==> src/logic/psmc_pkg.sv <==
// constants and types shared by the power-save mode controller
package psmc_pkg;

  //////////////////////////////////////////////////////////////////////////////
  // register word offsets
  localparam int unsigned REG_AW          = 4;
  localparam logic [3:0]  OFS_CTRL        = 4'h0;
  localparam logic [3:0]  OFS_BUS_MASK    = 4'h1;
  localparam logic [3:0]  OFS_PERIPH_MASK = 4'h2;
  localparam logic [3:0]  OFS_STATUS      = 4'h3;
  localparam logic [3:0]  OFS_RESET_CAUSE = 4'h4;
  localparam logic [3:0]  OFS_ASYNC_WAKE  = 4'h5;
  localparam logic [3:0]  OFS_BKUP_WAKE_EN = 4'h6;
  localparam logic [3:0]  OFS_BKUP_WAKE_CAUSE = 4'h7;

  //////////////////////////////////////////////////////////////////////////////
  // field positions
  localparam int unsigned CTRL_W        = 12;
  localparam int unsigned STAT_IRQ      = 2;
  localparam int unsigned RC_W          = 5;
  localparam int unsigned RC_BKUP       = 4;
  localparam int unsigned WK_W          = 14;
  localparam int unsigned WK_EXT_W      = 8;
  localparam int unsigned FEAT_W        = 4;

  //////////////////////////////////////////////////////////////////////////////
  // encodings and reset values
  localparam logic [2:0]  LVL_BUS_STOP  = 3'h1;
  localparam logic [2:0]  LVL_PER_STOP  = 3'h2;
  localparam logic [2:0]  LVL_SRC_STOP  = 3'h3;
  localparam logic [2:0]  LVL_WAIT      = 3'h4;
  localparam logic [2:0]  LVL_RETAIN    = 3'h5;
  localparam logic [1:0]  RUN_ZERO      = 2'h0;
  localparam logic [1:0]  PS_ONE        = 2'h1;
  localparam logic [1:0]  PS_RST        = 2'h0;
  localparam logic [31:0] BUS_MASK_RST  = 32'h0000_0001;
  localparam logic [31:0] PER_MASK_RST  = 32'h0000_0000;

  typedef enum logic [2:0] {
    ST_RUN, ST_SLEEP, ST_WAIT, ST_RETAIN, ST_BACKUP, ST_CORE_RST, ST_SCALE
  } psmc_fsm_type;

  typedef struct packed {
    logic       rc32_en;
    logic       xtal_en;
    logic       ck_sel;
    logic       ps_req;
    logic [1:0] ps;
    logic [1:0] run;
    logic       bkup_req;
    logic [2:0] level;
  } psmc_ctrl_type;

  localparam psmc_ctrl_type CTRL_RST = psmc_ctrl_type'(12'h000);

  typedef struct packed {
    logic cpu;
    logic bus;
    logic periph;
    logic gclk;
    logic main_src;
    logic sys_rc;
    logic slow;
  } psmc_gate_type;

endpackage : psmc_pkg

==> src/logic/psmc_top.sv <==
// power-save mode controller: modes, clock gating, wake and reset exits
//
// Our own choices: the address-and-strobe port and the placing of the registers.
`timescale 1ns/1ns
module psmc_top import psmc_pkg::*; #(
  parameter int unsigned NB = 8,
  parameter int unsigned NP = 8
) (
  // clock, reset, enable
  input  wire logic              i_sys_clk,
  input  wire logic              i_reset_n,
  input  wire logic              i_clk_en,
  // register port
  input  wire logic [REG_AW-1:0] i_reg_addr,
  input  wire logic [31:0]       i_reg_wdata,
  input  wire logic              i_reg_wr,
  input  wire logic              i_reg_rd,
  output logic      [31:0]       o_reg_rdata,
  // processor core
  input  wire logic              i_wfi,
  input  wire logic              i_isr_return,
  input  wire logic              i_sleep_on_isr_return,
  input  wire logic              i_deep_sleep_select,
  // module interrupts grouped by clock domain
  input  wire logic              i_irq_bus,
  input  wire logic              i_irq_periph,
  input  wire logic              i_irq_src,
  input  wire logic              i_irq_slow,
  // asynchronous wake sources
  input  wire logic [7:0]        i_ext_irq,
  input  wire logic              i_bod_io_irq,
  input  wire logic              i_bod_core_irq,
  input  wire logic              i_cal_alarm,
  input  wire logic              i_cal_periodic,
  input  wire logic              i_cal_overflow,
  input  wire logic              i_wdt_irq,
  // asynchronous reset sources and supply status
  input  wire logic              i_ext_reset_n,
  input  wire logic              i_bod_io_rst,
  input  wire logic              i_bod_core_rst,
  input  wire logic              i_wdt_rst,
  input  wire logic              i_core_supply_ok,
  input  wire logic              i_scaling_done,
  // clock enables
  output logic                   o_cpu_clk_en,
  output logic      [NB-1:0]     o_bus_clk_en,
  output logic      [NP-1:0]     o_periph_clk_en,
  output logic                   o_gclk_en,
  output logic                   o_main_src_en,
  output logic                   o_sys_rc_en,
  output logic                   o_xtal32_en,
  output logic                   o_rc32_en,
  output logic                   o_slow_clk_sel,
  // power and status
  output logic                   o_core_power_en,
  output logic                   o_core_reset_n,
  output logic                   o_io_hold,
  output logic                   o_retain,
  output logic      [1:0]        o_run_mode,
  output logic      [1:0]        o_scaling,
  output logic      [FEAT_W-1:0] o_feature_en,
  output logic                   o_pm_irq
);

  localparam int unsigned SY_W = WK_W + 6;

  typedef struct packed {
    psmc_fsm_type          fsm;
    psmc_ctrl_type         ctrl;
    logic [NB-1:0]         bus_mask;
    logic [NP-1:0]         per_mask;
    logic [1:0]            saved_run;
    logic [1:0]            slow_snap;
    logic [1:0]            ps_applied;
    logic                  pm_irq;
    logic                  async_wake_enable_reg;
    logic                  wake_exit;
    logic [RC_W-1:0]       reset_cause_reg;
    logic [WK_W-1:0]       bwen;
    logic [WK_W-1:0]       bwcause;
    logic [WK_EXT_W-1:0]   ext_prev;
    logic [31:0]           rdata;
  } psmc_state_type;

  localparam psmc_state_type ST_RST = '{
    fsm: ST_RUN, ctrl: CTRL_RST, bus_mask: BUS_MASK_RST[NB-1:0],
    per_mask: PER_MASK_RST[NP-1:0], saved_run: RUN_ZERO, slow_snap: 2'h0,
    ps_applied: PS_RST, pm_irq: 1'b0, async_wake_enable_reg: 1'b0, wake_exit: 1'b0,
    reset_cause_reg: '0, bwen: '0, bwcause: '0, ext_prev: '0, rdata: 32'h0000_0000};

  psmc_state_type st;
  psmc_state_type next_st;
  psmc_gate_type  gate;
  logic [SY_W-1:0] sy;
  logic [WK_W-1:0] wk_evt;
  logic [WK_W-1:0] wk_bk;
  logic [3:0]      rst_vec;
  logic            rst_any;
  logic            wake_sleep;
  logic            wake_deep;

  if (NB < 1 || NB > 32 || NP < 1 || NP > 32) begin : g_bad_width
    $error("psmc_top mask widths must lie in 1..32");
  end

  //////////////////////////////////////////////////////////////////////////////
  // input synchronisers and clock gate decode

  psmc_sync #(.W(SY_W)) u_sync (
    .i_sys_clk (i_sys_clk),
    .i_reset_n (i_reset_n),
    .i_clk_en  (i_clk_en),
    .i_async   ({i_scaling_done, i_core_supply_ok, i_wdt_rst, i_bod_core_rst,
                 i_bod_io_rst, ~i_ext_reset_n, i_wdt_irq, i_cal_overflow,
                 i_cal_periodic, i_cal_alarm, i_bod_core_irq, i_bod_io_irq,
                 i_ext_irq}),
    .o_level   (sy)
  );

  psmc_gate_dec u_gate_dec (
    .i_fsm   (st.fsm),
    .i_level (st.ctrl.level),
    .o_gate  (gate)
  );

  //////////////////////////////////////////////////////////////////////////////
  // wake and reset qualification

  // external lines wake on a level transition only
  assign wk_evt  = {sy[WK_W-1:WK_EXT_W], sy[WK_EXT_W-1:0] ^ st.ext_prev};
  assign wk_bk   = wk_evt & st.bwen;
  assign rst_vec = sy[WK_W+3:WK_W];
  assign rst_any = |rst_vec;

  // deeper levels only hear modules whose clock still runs
  always_comb begin
    wake_sleep = i_irq_slow;
    if (st.ctrl.level < LVL_SRC_STOP) begin
      wake_sleep = wake_sleep | i_irq_src;
    end
    if (st.ctrl.level < LVL_PER_STOP) begin
      wake_sleep = wake_sleep | i_irq_periph;
    end
    if (st.ctrl.level < LVL_BUS_STOP) begin
      wake_sleep = wake_sleep | i_irq_bus;
    end
  end

  assign wake_deep = i_irq_slow | (|wk_bk);

  //////////////////////////////////////////////////////////////////////////////
  // next state

  always_comb begin
    next_st          = st;
    next_st.rdata    = 32'h0000_0000;
    next_st.ext_prev = sy[WK_EXT_W-1:0];

    if (i_reg_rd) begin
      unique case (i_reg_addr)
        OFS_CTRL:            next_st.rdata = 32'(st.ctrl);
        OFS_BUS_MASK:        next_st.rdata = 32'(st.bus_mask);
        OFS_PERIPH_MASK:     next_st.rdata = 32'(st.per_mask);
        OFS_STATUS:          next_st.rdata = 32'({st.ctrl.run, st.pm_irq, st.ps_applied});
        OFS_RESET_CAUSE:     next_st.rdata = 32'(st.reset_cause_reg);
        OFS_ASYNC_WAKE:      next_st.rdata = 32'(st.async_wake_enable_reg);
        OFS_BKUP_WAKE_EN:    next_st.rdata = 32'(st.bwen);
        OFS_BKUP_WAKE_CAUSE: next_st.rdata = 32'(st.bwcause);
        default:             next_st.rdata = 32'h0000_0000;
      endcase
    end

    if (i_reg_wr) begin
      unique case (i_reg_addr)
        OFS_CTRL:            next_st.ctrl = psmc_ctrl_type'(i_reg_wdata[CTRL_W-1:0]);
        OFS_BUS_MASK:        next_st.bus_mask = i_reg_wdata[NB-1:0];
        OFS_PERIPH_MASK:     next_st.per_mask = i_reg_wdata[NP-1:0];
        OFS_STATUS: begin
          if (i_reg_wdata[STAT_IRQ]) begin
            next_st.pm_irq = 1'b0;
          end
        end
        OFS_RESET_CAUSE:     next_st.reset_cause_reg = st.reset_cause_reg & ~i_reg_wdata[RC_W-1:0];
        OFS_ASYNC_WAKE:      next_st.async_wake_enable_reg = i_reg_wdata[0];
        OFS_BKUP_WAKE_EN:    next_st.bwen = i_reg_wdata[WK_W-1:0];
        OFS_BKUP_WAKE_CAUSE: next_st.bwcause = st.bwcause & ~i_reg_wdata[WK_W-1:0];
        default: begin
        end
      endcase
    end

    unique case (st.fsm)
      ST_RUN: begin
        if (i_wfi || (i_isr_return && i_sleep_on_isr_return)) begin
          next_st.saved_run = st.ctrl.run;
          next_st.slow_snap = {st.ctrl.rc32_en, st.ctrl.xtal_en};
          if (i_wfi && st.ctrl.ps_req) begin
            next_st.fsm = ST_SCALE;
          end else if (i_deep_sleep_select && st.ctrl.bkup_req) begin
            next_st.fsm = ST_BACKUP;
          end else if (st.ctrl.level == LVL_WAIT) begin
            next_st.fsm = ST_WAIT;
          end else if (st.ctrl.level == LVL_RETAIN) begin
            next_st.fsm = ST_RETAIN;
          end else begin
            next_st.fsm = ST_SLEEP;
          end
        end
      end
      ST_SLEEP: begin
        if (wake_sleep) begin
          next_st.fsm      = ST_RUN;
          next_st.ctrl.run = st.saved_run;
        end
      end
      ST_WAIT, ST_RETAIN: begin
        if (wake_deep) begin
          next_st.fsm      = ST_RUN;
          next_st.ctrl.run = st.saved_run;
        end
      end
      ST_BACKUP: begin
        if (|wk_bk) begin
          next_st.fsm       = ST_CORE_RST;
          next_st.wake_exit = 1'b1;
          next_st.bwcause   = next_st.bwcause | wk_bk;
        end
      end
      ST_CORE_RST: begin
        if (sy[WK_W+4]) begin
          next_st.fsm = ST_RUN;
          if (st.wake_exit) begin
            // core registers come back at reset value except the run mode, which returns to the saved one, and ck_sel, xtal_en, rc32_en, which are kept; backup domain kept
            next_st.ctrl         = CTRL_RST;
            next_st.ctrl.ck_sel  = st.ctrl.ck_sel;
            next_st.ctrl.xtal_en = st.ctrl.xtal_en;
            next_st.ctrl.rc32_en = st.ctrl.rc32_en;
            next_st.ctrl.run     = st.saved_run;
            next_st.bus_mask     = BUS_MASK_RST[NB-1:0];
            next_st.per_mask     = PER_MASK_RST[NP-1:0];
            next_st.reset_cause_reg[RC_BKUP] = 1'b1;
            next_st.wake_exit    = 1'b0;
          end
        end
      end
      ST_SCALE: begin
        if (sy[WK_W+5]) begin
          next_st.ps_applied  = st.ctrl.ps;
          next_st.ctrl.ps_req = 1'b0;
          if (st.async_wake_enable_reg) begin
            next_st.pm_irq = 1'b1;
            next_st.fsm    = ST_RUN;
          end else begin
            next_st.fsm = ST_SLEEP;
          end
        end
      end
    endcase

    // a reset source ends any state and lands in run mode zero
    if (rst_any) begin
      next_st.fsm          = ST_CORE_RST;
      next_st.reset_cause_reg       = next_st.reset_cause_reg | {1'b0, rst_vec};
      next_st.wake_exit    = 1'b0;
      next_st.ctrl         = CTRL_RST;
      next_st.ctrl.ck_sel  = st.ctrl.ck_sel;
      next_st.ctrl.xtal_en = st.ctrl.xtal_en;
      next_st.ctrl.rc32_en = st.ctrl.rc32_en;
      next_st.bus_mask     = BUS_MASK_RST[NB-1:0];
      next_st.per_mask     = PER_MASK_RST[NP-1:0];
      next_st.ps_applied   = PS_RST;
      next_st.pm_irq       = 1'b0;
    end
  end

  always_ff @(posedge i_sys_clk) begin
    if (!i_reset_n) begin
      st <= ST_RST;
    end else if (i_clk_en) begin
      st <= next_st;
    end
  end

  //////////////////////////////////////////////////////////////////////////////
  // outputs

  assign o_reg_rdata     = st.rdata;
  assign o_cpu_clk_en    = gate.cpu;
  assign o_bus_clk_en    = st.bus_mask & {NB{gate.bus}};
  assign o_periph_clk_en = st.per_mask & {NP{gate.periph}};
  assign o_gclk_en       = gate.gclk;
  assign o_main_src_en   = gate.main_src;
  assign o_sys_rc_en     = gate.sys_rc;
  assign o_xtal32_en     = gate.slow & ((st.fsm == ST_RUN) ? st.ctrl.xtal_en : st.slow_snap[0]);
  assign o_rc32_en       = gate.slow & ((st.fsm == ST_RUN) ? st.ctrl.rc32_en : st.slow_snap[1]);
  assign o_slow_clk_sel  = st.ctrl.ck_sel;
  assign o_core_power_en = (st.fsm != ST_BACKUP);
  assign o_core_reset_n  = (st.fsm != ST_BACKUP) && (st.fsm != ST_CORE_RST);
  assign o_io_hold       = (st.fsm != ST_RUN);
  assign o_retain        = (st.fsm == ST_RETAIN);
  assign o_run_mode      = st.ctrl.run;
  assign o_scaling       = st.ps_applied;
  assign o_feature_en    = {FEAT_W{st.ps_applied != PS_ONE}};
  assign o_pm_irq        = st.pm_irq;
endmodule : psmc_top

==> src/logic/psmc_sync.sv <==
// three-stage input synchroniser with agreement filter
`timescale 1ns/1ns
module psmc_sync #(
  parameter int unsigned W = 1
) (
  // clock and reset
  input  wire logic         i_sys_clk,
  input  wire logic         i_reset_n,
  input  wire logic         i_clk_en,
  // raw and filtered levels
  input  wire logic [W-1:0] i_async,
  output logic      [W-1:0] o_level
);

  typedef struct packed {
    logic [W-1:0] ff1;
    logic [W-1:0] ff2;
    logic [W-1:0] ff3;
    logic [W-1:0] level;
  } psmc_sync_state_type;

  psmc_sync_state_type st;
  psmc_sync_state_type next_st;

  if (W < 1) begin : g_bad_width
    $error("psmc_sync width must be at least one");
  end

  // a bit moves only once the second and third stages agree
  always_comb begin
    next_st       = st;
    next_st.ff1   = i_async;
    next_st.ff2   = st.ff1;
    next_st.ff3   = st.ff2;
    next_st.level = ((st.ff2 ~^ st.ff3) & st.ff3) | ((st.ff2 ^ st.ff3) & st.level);
  end

  always_ff @(posedge i_sys_clk) begin
    if (!i_reset_n) begin
      st <= '0;
    end else if (i_clk_en) begin
      st <= next_st;
    end
  end

  assign o_level = st.level;

endmodule : psmc_sync

==> src/logic/psmc_gate_dec.sv <==
// decodes mode and sleep level into clock gate enables
`timescale 1ns/1ns
module psmc_gate_dec import psmc_pkg::*; (
  // mode
  input  wire psmc_fsm_type  i_fsm,
  input  wire logic [2:0]    i_level,
  // gates
  output psmc_gate_type      o_gate
);

  always_comb begin
    o_gate = '1;
    unique case (i_fsm)
      ST_RUN: begin
      end
      ST_SLEEP, ST_SCALE: begin
        o_gate.cpu = 1'b0;
        if (i_level >= LVL_BUS_STOP) begin
          o_gate.bus = 1'b0;
        end
        if (i_level >= LVL_PER_STOP) begin
          o_gate.periph = 1'b0;
          o_gate.gclk   = 1'b0;
        end
        if (i_level >= LVL_SRC_STOP) begin
          o_gate.main_src = 1'b0;
        end
      end
      ST_WAIT, ST_RETAIN, ST_BACKUP: begin
        // only the slow oscillators may keep running
        o_gate      = '0;
        o_gate.slow = 1'b1;
      end
      ST_CORE_RST: begin
        o_gate.cpu    = 1'b0;
        o_gate.bus    = 1'b0;
        o_gate.periph = 1'b0;
        o_gate.gclk   = 1'b0;
      end
    endcase
  end

endmodule : psmc_gate_dec

==> config.mk <==
export PLATFORM = sky130hd
export DESIGN_NAME = psmc_top
export DESIGN_NICKNAME = d
export VERILOG_FILES = /design/src/logic/psmc_pkg.sv /design/src/logic/psmc_top.sv /design/src/logic/psmc_sync.sv /design/src/logic/psmc_gate_dec.sv
export SDC_FILE = /design/constraint.sdc
export NUM_CORES = 1
export LEC_CHECK = 0
export BUFFER_PORTS_ARGS = -buffer_cell sky130_fd_sc_hd__buf_2
export CAP_MARGIN = 40
export CORE_MARGIN = 3
export CORE_UTILIZATION = 58
export CTS_CLUSTER_SIZE = 30
export DETAILED_ROUTE_END_ITERATION = 16
export PLACE_DENSITY = 0.83
export SLEW_MARGIN = 20
export SYNTH_ARGS = -nofsm -noshare
export SYNTH_HDL_FRONTEND = slang
export SYNTH_HIERARCHICAL = 1
export SYNTH_SLANG_ARGS = --single-unit
==> constraint.sdc <==
create_clock -name i_sys_clk -period 2.8 [get_ports i_sys_clk]
set_clock_uncertainty 0.05 [all_clocks]
set_input_delay 0.7 -clock i_sys_clk [delete_from_list [all_inputs] [get_ports i_sys_clk]]
set_output_delay 0.7 -clock i_sys_clk [all_outputs]
set_load 0.1 [all_outputs]
==> results of run 1 <==
[layout by cell type (no fill, tap or decap), types with 4 or more instances in the layout]
cell type,n
dfxtp_1,174
nor2b_1,146
nand2_1,101
mux2i_1,84
buf_2,79
a22oi_1,45
a21oi_1,26
nor2_1,23
buf_4,23
buf_12,22
o21ai_2,21
nand3_2,20
ha_1,20
conb_1,19
and2_1,17
clkbuf_16,17
o21ai_0,13
a32oi_1,12
a21boi_0,12
inv_1,10
nor2b_2,10
o21a_1,9
and3_1,8
xor2_1,8
and2_2,7
nand3_1,7
nor3_1,7
o22ai_1,7
nand2b_1,6
o21ai_1,4
a221o_1,4
clkbuf_8,4
[flip-flops by register name, indices dropped and copies added (netlist names), 2 cells and up]
register	cells
u_sync/o_level	20
o_reg_rdata	14
st	75
o_scaling	2
u_sync/st	20
o_run_mode	2
u_sync/next_st	40
[per-layer routing]
metal  wire length (um)  track usage (%)  share of wire [%]
met5                  0                0                  0
met1               9630             33.4                 46
met2               9580             37.7                 45
met3               1330             5.13                6.3
met4                579             9.68                2.7
[power groups by stage]
stage	Clock [W]	Sequential [W]	Combinational, W
4_1_cts	0.00250	0.00256	0.000787
3_3_place_gp	0	0.00261	0.000771
2_1_floorplan	0	0.00261	0.000638
3_5_place_dp	0	0.00262	0.000783
6_report	0.00248	0.00256	0.000789
5_1_grt	0.00262	0.00257	0.000832
[critical path: cells and delay by family (launching register included)]
kind | cells | cell delay (ns)
AO/OA/AOI/OAI | 1 | 0.16
buffers and inverters | 2 | 0.37
flip-flops | 1 | 0.34
AND/OR/NAND/NOR | 3 | 0.64
[cell usage after synthesis, drive strengths merged (11+ instances only)]
| cell type | count | area (um2) |
|---|---|---|
| a22oi | 45 | 338 |
| o21ai | 39 | 270 |
| nor2b | 156 | 1000 |
| inv | 11 | 41.3 |
| nand3 | 27 | 235 |
| dfxtp | 175 | 3500 |
| buf | 87 | 734 |
| a21oi | 26 | 130 |
| a32oi | 12 | 105 |
| and2 | 25 | 159 |
| mux2i | 84 | 841 |
| a21boi | 16 | 120 |
| ha | 20 | 250 |
| nor2 | 27 | 121 |
| nand2 | 101 | 379 |
| clkbuf | 29 | 110 |
[stage by stage]
stage	utilization, %	TNS [ns]	power, W
6_report	67.2	0	0.00583
5_1_grt	67.2	0	0.00601
4_1_cts	67.1	0	0.00585
3_5_place_dp	63.1	0	0.00340
3_3_place_gp	63.1	0	0.00338
2_1_floorplan	-	-0.297	0.00325
[worst paths after layout]
| path | from | to | slack (ns) | cells after the start |
|---|---|---|---|---|
| setup / recovery | st[110] | o_rc32_en | 0.1 | 6 |
| hold reg to reg | st[81] | o_run_mode[1] | 0.41 | 1 |
| hold / removal | st[81] | o_run_mode[1] | 0.41 | 1 |
| setup reg to reg | st[110] | st[110] | 0.70 | 9 |
[what timing repair did]
action | in CTS | in global routing
resized for setup | 1 | 3
endpoints found under the setup margin | 4 | 4
hold endpoints to repair | 0 | 0
[cell families after synthesis]
family / synth area share [%]
adders and majority gates: 2.74
buffers and inverters: 9.71
DFF: 38.4
AOI/OAI and AO/OA: 14.7
muxes: 9.59
and+or+nand+nor: 24.0
xor gates and xnor gates: 0.768
other: 0.0823
[area by class of cell]
type | instances | area, um2 | share of cell area, %
inverters | 11 | 41.3 | 0.401
repair buffers | 125 | 1020 | 9.91
multi-input cells | 695 | 4850 | 47.1
clock inverters | 8 | 129 | 1.25
clock buffers | 22 | 484 | 4.70
well taps | 211 | 264 | 2.57
flip-flops and latches | 175 | 3500 | 34.1
==> metrics, run 1 <==
IO buf count=100; pin count of the biggest net entering global routing=182; warning count from the yosys run=6; post-route insts no fill=1247; # diodes=0; Die Area=17300 um2; Crit Path Max Fanout=12; Hold Path Class=flop to flop; vias=7014; wire per inst=16.9 um; crit path time final=2.70 ns; Hold Buf Count CTS=0; syn avg cell area=9.31 um2; Pleak=4.16 nW; GR Overflow Total=0; Clock power frac=42.5%; Placed Area=9670 um2; WHS=0.409 ns; PnR worst setup slack=0.0962 ns; #FFs+latches synth=175; Internal Pwr Total=0.00426 W; Fin. Hold Viols=0; Total Nets Final=1114; vias in the first global route=6591; max-slew violation count=0; post-synth cell types=68; # setup viols final=0; worst rel slew slack=50.7%; Peak VDD IR=0.000444 V; total track usage=24.4%; Power Dens Cells=566 nW/um2; synthesis-to-layout area growth=12.8%; RSZ-0062 raised after global routing=no; Critical Path RT=2.05 ns; Die Wd=131 um; Post-synth ARST share=0%; synthesized area=9120 um2; Critical Path Sink Type=primary output; routability cong.=0.968; WS Path Type=flop to primary output; Clock Sinks=175; critical path launch point type=flop; Vias/cell=5.62; Critical-path top delay cell=dfxtp_1; DR iter-0 viols=610; Comb pwr share=13.5%; DRT Wirelength=21100 um; Worst path max stage delay=0.34 ns; Max H-tree Level=4; DRT Pass-1 Iters=5; register area share after synthesis=38.4%; fmax=0.370 GHz; share of cells above drive strength 1=22.6%; finished layout cell area=10300 um2; worst slew pin tran=0.740 ns; fillcell total=1250; sequence of cells on the critical path=buf_4 -> or2_2 -> nor2_4 -> nand2_1 -> a21boi_4 -> buf_12; antenna violation net count after detailed routing=0; Reg power frac=43.9%; number of core rows=45; Die Ht=131 um; IO Pins=137; Post-synth EDFFs=0; CTS buffer count=17; status=completed; Clock Pin Slew Worst Setup and Hold Paths=0.07 ns; CTS tree=yes; dpl ws=0.327 ns; CTS root buffer=clkbuf_16; DRC violations left=0; post-CTS setup buffer count=0; later-pin clock latency in the skew report=0.44 ns; initial antenna violation count=0; synthesized instance count=980; area of the core=15300 um2; P_sw=0.00157 W; Most used DFF post-synth=dfxtp_1; global-route wire length before repair=34300 um; initial cell density of the core=59.6%; cell total after placement=1217; CTS max path bufs=2; WP data arrival=1.95 ns; number of max-cap violations=0; switching share of power=26.9%; fin crit share=96.6%; DP HPWL=14700 um
(Power assumes the default switching activity.)
==> run 2, diff against run 1 <==
--- a/config.mk
+++ b/config.mk
@@ -8,10 +8,10 @@
 export BUFFER_PORTS_ARGS = -buffer_cell sky130_fd_sc_hd__buf_2
 export CAP_MARGIN = 40
 export CORE_MARGIN = 3
-export CORE_UTILIZATION = 58
+export CORE_UTILIZATION = 55
 export CTS_CLUSTER_SIZE = 30
 export DETAILED_ROUTE_END_ITERATION = 16
-export PLACE_DENSITY = 0.83
+export PLACE_DENSITY = 0.79
 export SLEW_MARGIN = 20
 export SYNTH_ARGS = -nofsm -noshare
 export SYNTH_HDL_FRONTEND = slang
==> metrics, run 2 (synthesis gave the netlist of run 1 again) <==
number of max-cap violations=0 (unchanged); Die Ht=135 um (+2.6%); worst r2r dst=st[110]; Placed Area=9620 um2 (-0.53%); Crit Path Max Fanout=21 (+9); P_sw=0.00150 W (-4.1%); Power Dens Cells=561 nW/um2 (-0.96%); vias=6934 (-1.1%); pin count of the biggest net entering global routing=177 (-2.7%); DRC violations left=0 (unchanged); Reg power frac=44.9% (+1.0 points); dpl ws=0.288 ns (-0.0381 ns); IO Pins=137 (unchanged); PnR worst setup slack=0.0934 ns (-0.00273 ns); DRT Pass-1 Iters=6 (+1); Clock Pin Slew Worst Setup and Hold Paths=0.06 ns (about the same); CTS max path bufs=2 (unchanged); number of core rows=46 (+2.2%); initial antenna violation count=0 (unchanged); max-slew violation count=0 (unchanged); fin crit share=96.7% (+0.097 points); CTS buffer count=17 (unchanged); CTS tree=yes; RSZ-0062 raised after global routing=no; most frequent cells in the layout=174 x dfxtp_1, 146 x nor2b_1, 101 x nand2_1; Clock Sinks=175 (unchanged); register bank with the most flops=st; # setup viols final=0 (unchanged); total track usage=22.4% (-2.0 points); post-CTS setup buffer count=0 (unchanged); crit path to=o_rc32_en; initial cell density of the core=56.8% (-2.8 points); critical path launch point type=flop; commonest non-fill, non-tap cell in the layout=dfxtp_1; # diodes=0 (unchanged); Critical-path top delay cell=or2_2; switching share of power=26.2% (-0.64 points); Critical Path Sink Type=primary output; finished layout cell area=10200 um2 (-0.82%); Peak VDD IR=0.000529 V (+19%); Clock power frac=41.6% (-0.9 points); WP data arrival=1.96 ns (about the same); worst slew pin tran=0.669 ns (-0.0702 ns); antenna violation net count after detailed routing=0 (unchanged); synthesis-to-layout area growth=11.9%; DRT Wirelength=20500 um (-2.8%); vias in the first global route=6444 (-2.2%); DR iter-0 viols=783 (+28%); Pleak=4.10 nW (-1.4%); fillcell total=1306 (+4.5%); routability cong.=0.954 (-1.5%); crit path from=st[111]; Hold Path Class=flop to flop; FF-to-FF Start=st[111]; Internal Pwr Total=0.00422 W (-0.90%); later-pin clock latency in the skew report=0.42 ns (-0.02 ns); GR Overflow Total=0 (unchanged); share of cells above drive strength 1=21.5% (-1.1 points); DP HPWL=14000 um (-4.8%); Max H-tree Level=4 (unchanged); Total Nets Final=1106 (-0.72%); wire per inst=16.5 um (-2.5%); status=completed; IO buf count=100 (unchanged); Critical Path RT=2.05 ns (about the same); Worst R2R Setup Slack=0.63 ns (-0.07 ns); crit path time final=2.71 ns (+0.00273 ns); Worst path max stage delay=0.33 ns (about the same); fmax=0.369 GHz (-0.10%); global-route wire length before repair=32900 um (-4.2%); final setup TNS=0 ns (unchanged); CTS root buffer=clkbuf_16; Die Wd=135 um (+2.6%); Comb pwr share=13.6% (about the same); max FFs per register=75 (unchanged); area of the core=16100 um2 (+4.9%); worst rel slew slack=55.4% (+4.7 points); WHS=0.421 ns (+0.0122 ns); WS Path Type=flop to primary output; sequence of cells on the critical path=buf_4 -> or2_2 -> nor2_4 -> inv_2 -> nand2_1 -> a21boi_4 -> buf_12; Vias/cell=5.58 (-0.82%); R2R depth=9 (unchanged); Die Area=18200 um2 (+5.2%); Fin. Hold Viols=0 (unchanged)
run 2: cell count changes in the layout (fill, tap and decap cells not counted):
cell	change
nor3_1	+1
clkinv_2	-1
clkbuf_1	+3
buf_4	-7
o21ai_0	-1
inv_8	-1
o21ai_1	+1
buf_2	-1
clkbuf_8	-1
clkinv_4	-1
nor3_2	-1
run 2: final cells by class:
cell class / instances / area, um2 / share of cell area [%]
repair buffers: 117 / 962 / 9.43
multi-input cells: 695 / 4840 / 47.5
inverters: 11 / 41.3 / 0.404
clock buffers: 24 / 482 / 4.72
well taps: 216 / 270 / 2.65
clock inverters: 5 / 104 / 1.02
flip-flops and latches: 175 / 3500 / 34.3
run 2: through the flow:
step                      total power, W  util [%]  std cells
after floorplan                  0.00325         -        997
final                            0.00573      63.6       1243
after global placement           0.00338      59.9       1214
after CTS                        0.00576      63.5       1243
after detailed placement         0.00339      59.9       1214
after global routing             0.00590      63.6       1243
run 2: timing repair:
action	CTS	global route
hold buffers	0	0
resized for setup	2	2
endpoints found under the hold margin	0	0
endpoints found under the setup margin	16	8
run 2: worst min-delay path by stage:
stage / startpoint / end / depth (start not counted) / slack, ns
after detailed placement: st[80] / o_run_mode[0] / 1 / 0.40
after floorplan: st[80] / o_run_mode[0] / 1 / 0.39
after global placement: st[80] / o_run_mode[0] / 1 / 0.39
final: st[81] / o_run_mode[1] / 1 / 0.42
after global routing: st[80] / o_run_mode[0] / 1 / 0.44
after CTS: st[80] / o_run_mode[0] / 1 / 0.42
run 2: per-layer routing:
layer / up-vias / GRT usage (%) / part of all wire [%]
met1: 3224 / 31.0 / 45
met4: 0 / 7.75 / 2.4
li1: 3396 / - / -
met2: 280 / 34.7 / 45
met3: 34 / 4.88 / 7.4
met5: - / 0 / 0
run 2: worst max-delay path, delay by kind of cell, from the launching register on:
kind	cells	cell delay, ns
AND/OR/NAND/NOR	3	0.67
buffers and inverters	3	0.48
flip-flops	1	0.31
AO/OA/AOI/OAI	1	0.07
run 2: power by group through the flow:
stage               registers [W]  logic [W]  clock network [W]
finish                    0.00257   0.000777            0.00238
global route              0.00257   0.000818            0.00251
CTS                       0.00257   0.000773            0.00242
detailed placement        0.00262   0.000771                  0
global placement          0.00262   0.000764                  0
floorplan                 0.00261   0.000638                  0
==> run 3, diff against run 2 <==
--- a/config.mk
+++ b/config.mk
@@ -5,13 +5,14 @@
 export SDC_FILE = /design/constraint.sdc
 export NUM_CORES = 1
 export LEC_CHECK = 0
+export ABC_AREA = 1
 export BUFFER_PORTS_ARGS = -buffer_cell sky130_fd_sc_hd__buf_2
 export CAP_MARGIN = 40
 export CORE_MARGIN = 3
 export CORE_UTILIZATION = 55
 export CTS_CLUSTER_SIZE = 30
 export DETAILED_ROUTE_END_ITERATION = 16
-export PLACE_DENSITY = 0.79
+export PLACE_DENSITY = 0.8
 export SLEW_MARGIN = 20
 export SYNTH_ARGS = -nofsm -noshare
 export SYNTH_HDL_FRONTEND = slang
==> metrics, run 3 <==
RSZ-0062 raised after global routing=no; # diodes=0 (unchanged); Power Dens Cells=675 nW/um2 (+20%); post-CTS setup buffer count=0 (unchanged); xor and xnor area share after synthesis=0% (-0.77 points); Placed Area=8970 um2 (-6.7%); Hold Buf Count CTS=0 (unchanged); vias=7957 (+15%); Total Nets Final=1365 (+23%); CTS tree=yes; fin crit share=94.9% (-1.8 points); wire per inst=14.3 um (-13%); Most used DFF post-synth=dfxtp_1; GR Overflow Total=0 (unchanged); register bank with the most flops=st; DP HPWL=15000 um (+7.2%); IO Pins=137 (unchanged); global-route wire length before repair=34600 um (+5.3%); critical path launch point type=flop; Die Wd=131 um (-2.6%); later-pin clock latency in the skew report=0.44 ns (+0.02 ns); DRT Wirelength=21400 um (+4.3%); max-slew violation count=0 (unchanged); Clock Sinks=175 (unchanged); #FFs+latches synth=175 (unchanged); Peak VDD IR=0.000498 V (-5.9%); share of cells above drive strength 1=15.1% (-6.4 points); routability cong.=0.915 (-4.1%); synthesis-to-layout area growth=12.0% (about the same); simple-gate area share of the yosys netlist=25.6% (+1.6 points); post-synth top area share=40.6% (+2.2 points); top cells by count, synth=263 x nand2_1, 177 x nor2_1, 175 x dfxtp_1; max FFs per register=75 (unchanged); post-synthesis compound-gate area fraction=16.7% (+2.0 points); initial antenna violation count=0 (unchanged); most frequent cells in the layout=260 x nand2_1, 177 x nor2_1, 172 x dfxtp_1; antenna violation net count after detailed routing=0 (unchanged); total track usage=24.4% (+2.0 points); finished layout cell area=9660 um2 (-5.4%); CTS root buffer=clkbuf_16; Clock Pin Slew Worst Setup and Hold Paths=0.06 ns (about the same); fmax=0.376 GHz (+1.9%); Hold Path Class=flop to flop; final design utilization=63.3% (-0.28 points); IO buf count=100 (unchanged); largest family of logic cells by synthesized area=simple AND/OR/NAND/NOR gates; Critical Path Sink Type=primary output; count leader, synth=nand2_1; Max H-tree Level=4 (unchanged); area leader, netlist=dfxtp_1; post-synthesis mux area share=0% (-9.6 points); Die Area=17200 um2 (-5.2%); Post-synth ARST share=0% (unchanged); DRT Pass-1 Iters=6 (unchanged); Post-synth EDFFs=0 (unchanged); CTS max path bufs=2 (unchanged); CTS buffer count=17 (unchanged); post-synth cell types=39 (-43%); WP data arrival=1.91 ns (-0.05 ns); final setup TNS=0 ns (unchanged); Vias/cell=5.31 (-4.8%); synthesized area=8620 um2 (-5.5%); DRC violations left=0 (unchanged); Crit Path Max Fanout=11 (-48%); warning count from the yosys run=6 (unchanged); DR iter-0 viols=774 (-1.1%); WS Path Type=flop to primary output; Synth Area in Adders=2.90% (+0.16 points); Fin. Hold Viols=0 (unchanged); pin count of the biggest net entering global routing=61 (-66%); number of core rows=45 (-2.2%); area of the core=15300 um2 (-5.0%); # setup viols final=0 (unchanged); fillcell total=1353 (+3.6%); commonest non-fill, non-tap cell in the layout=nand2_1; Critical Path RT=2.05 ns (about the same); crit path time final=2.66 ns (-0.0503 ns); vias in the first global route=7072 (+9.7%); register area share after synthesis=40.6% (+2.2 points); synthesized instance count=1236 (+26%); initial cell density of the core=56.5% (-0.29 points); Die Ht=131 um (-2.6%); Pleak=4.19 nW (+2.2%); worst slew pin tran=0.693 ns (+0.0241 ns); status=completed; number of max-cap violations=0 (unchanged); syn avg cell area=6.98 um2 (-25%); worst rel slew slack=53.7% (-1.7 points); Area contributors post-synth=dfxtp_1 41%, nand2_1 11%, nor2_1 7.7%, o21ai_0 7.3%, a21oi_1 6.3%
run 3: critical path, cell delays in order, from the launching register on:
cell     delay, ns
dfxtp_2       0.44
nand2_1       0.16
nand2_1       0.10
nand2_1       0.13
nand2_2       0.21
nand2_1       0.10
inv_1         0.06
buf_4         0.28
run 3: worst paths after layout:
path	startpoint	to	slack (ns)	depth (start not counted)
max	st[112]	o_bus_clk_en[7]	0.14	7
min	st[81]	st[81]	0.41	2
max reg2reg	st[112]	st[44]	0.99	6
min reg2reg	st[81]	st[81]	0.41	2
run 3: final cells by class:
cell class,count,area (um2),area share (%)
clock inverters,14,213,2.20
flip-flops and latches,175,3510,36.3
inverters,134,537,5.56
multi-input cells,833,4000,41.4
clock buffers,17,425,4.40
repair buffers,115,711,7.36
well taps,211,264,2.73
run 3: logic make-up after synthesis:
family                     after synthesis
AOI/OAI and AO/OA                      266
DFF                                    175
adders and majority gates               20
other                                    2
and+or+nand+nor                        528
buffers and inverters                  245
run 3: what timing repair did:
action / CTS / global route
setup endpoints to repair: 18 / 9
cloned: 0 / 0
pin swaps: 0 / 0
resized for setup: 12 / 8
run 3: power by group:
group | switching (W) | total, W | internal [W]
Clock | 0.00101 | 0.00259 | 0.00158
Combinational | 0.000995 | 0.00126 | 0.000267
Sequential | 0.0000797 | 0.00266 | 0.00258
Total | 0.00209 | 0.00652 | 0.00443
run 3: through the flow:
step	setup WS (ns)	hold WS (ns)	power, W	cells
6_report	0.144	0.412	0.00652	1499
5_1_grt	0.0106	0.434	0.00677	1499
4_1_cts	0.00884	0.413	0.00654	1499
3_5_place_dp	0.198	0.403	0.00396	1468
3_3_place_gp	0.302	0.397	0.00393	1467
2_1_floorplan	0.133	0.380	0.00376	1253
run 3: metal layers:
| layer | track usage, % | up-vias | part of all wire, % |
|---|---|---|---|
| li1 | - | 3972 | - |
| met1 | 31.8 | 3602 | 43 |
| met2 | 39.9 | 328 | 47 |
| met3 | 5.55 | 55 | 7.4 |
| met4 | 8.69 | 0 | 2.8 |
| met5 | 0 | - | 0 |
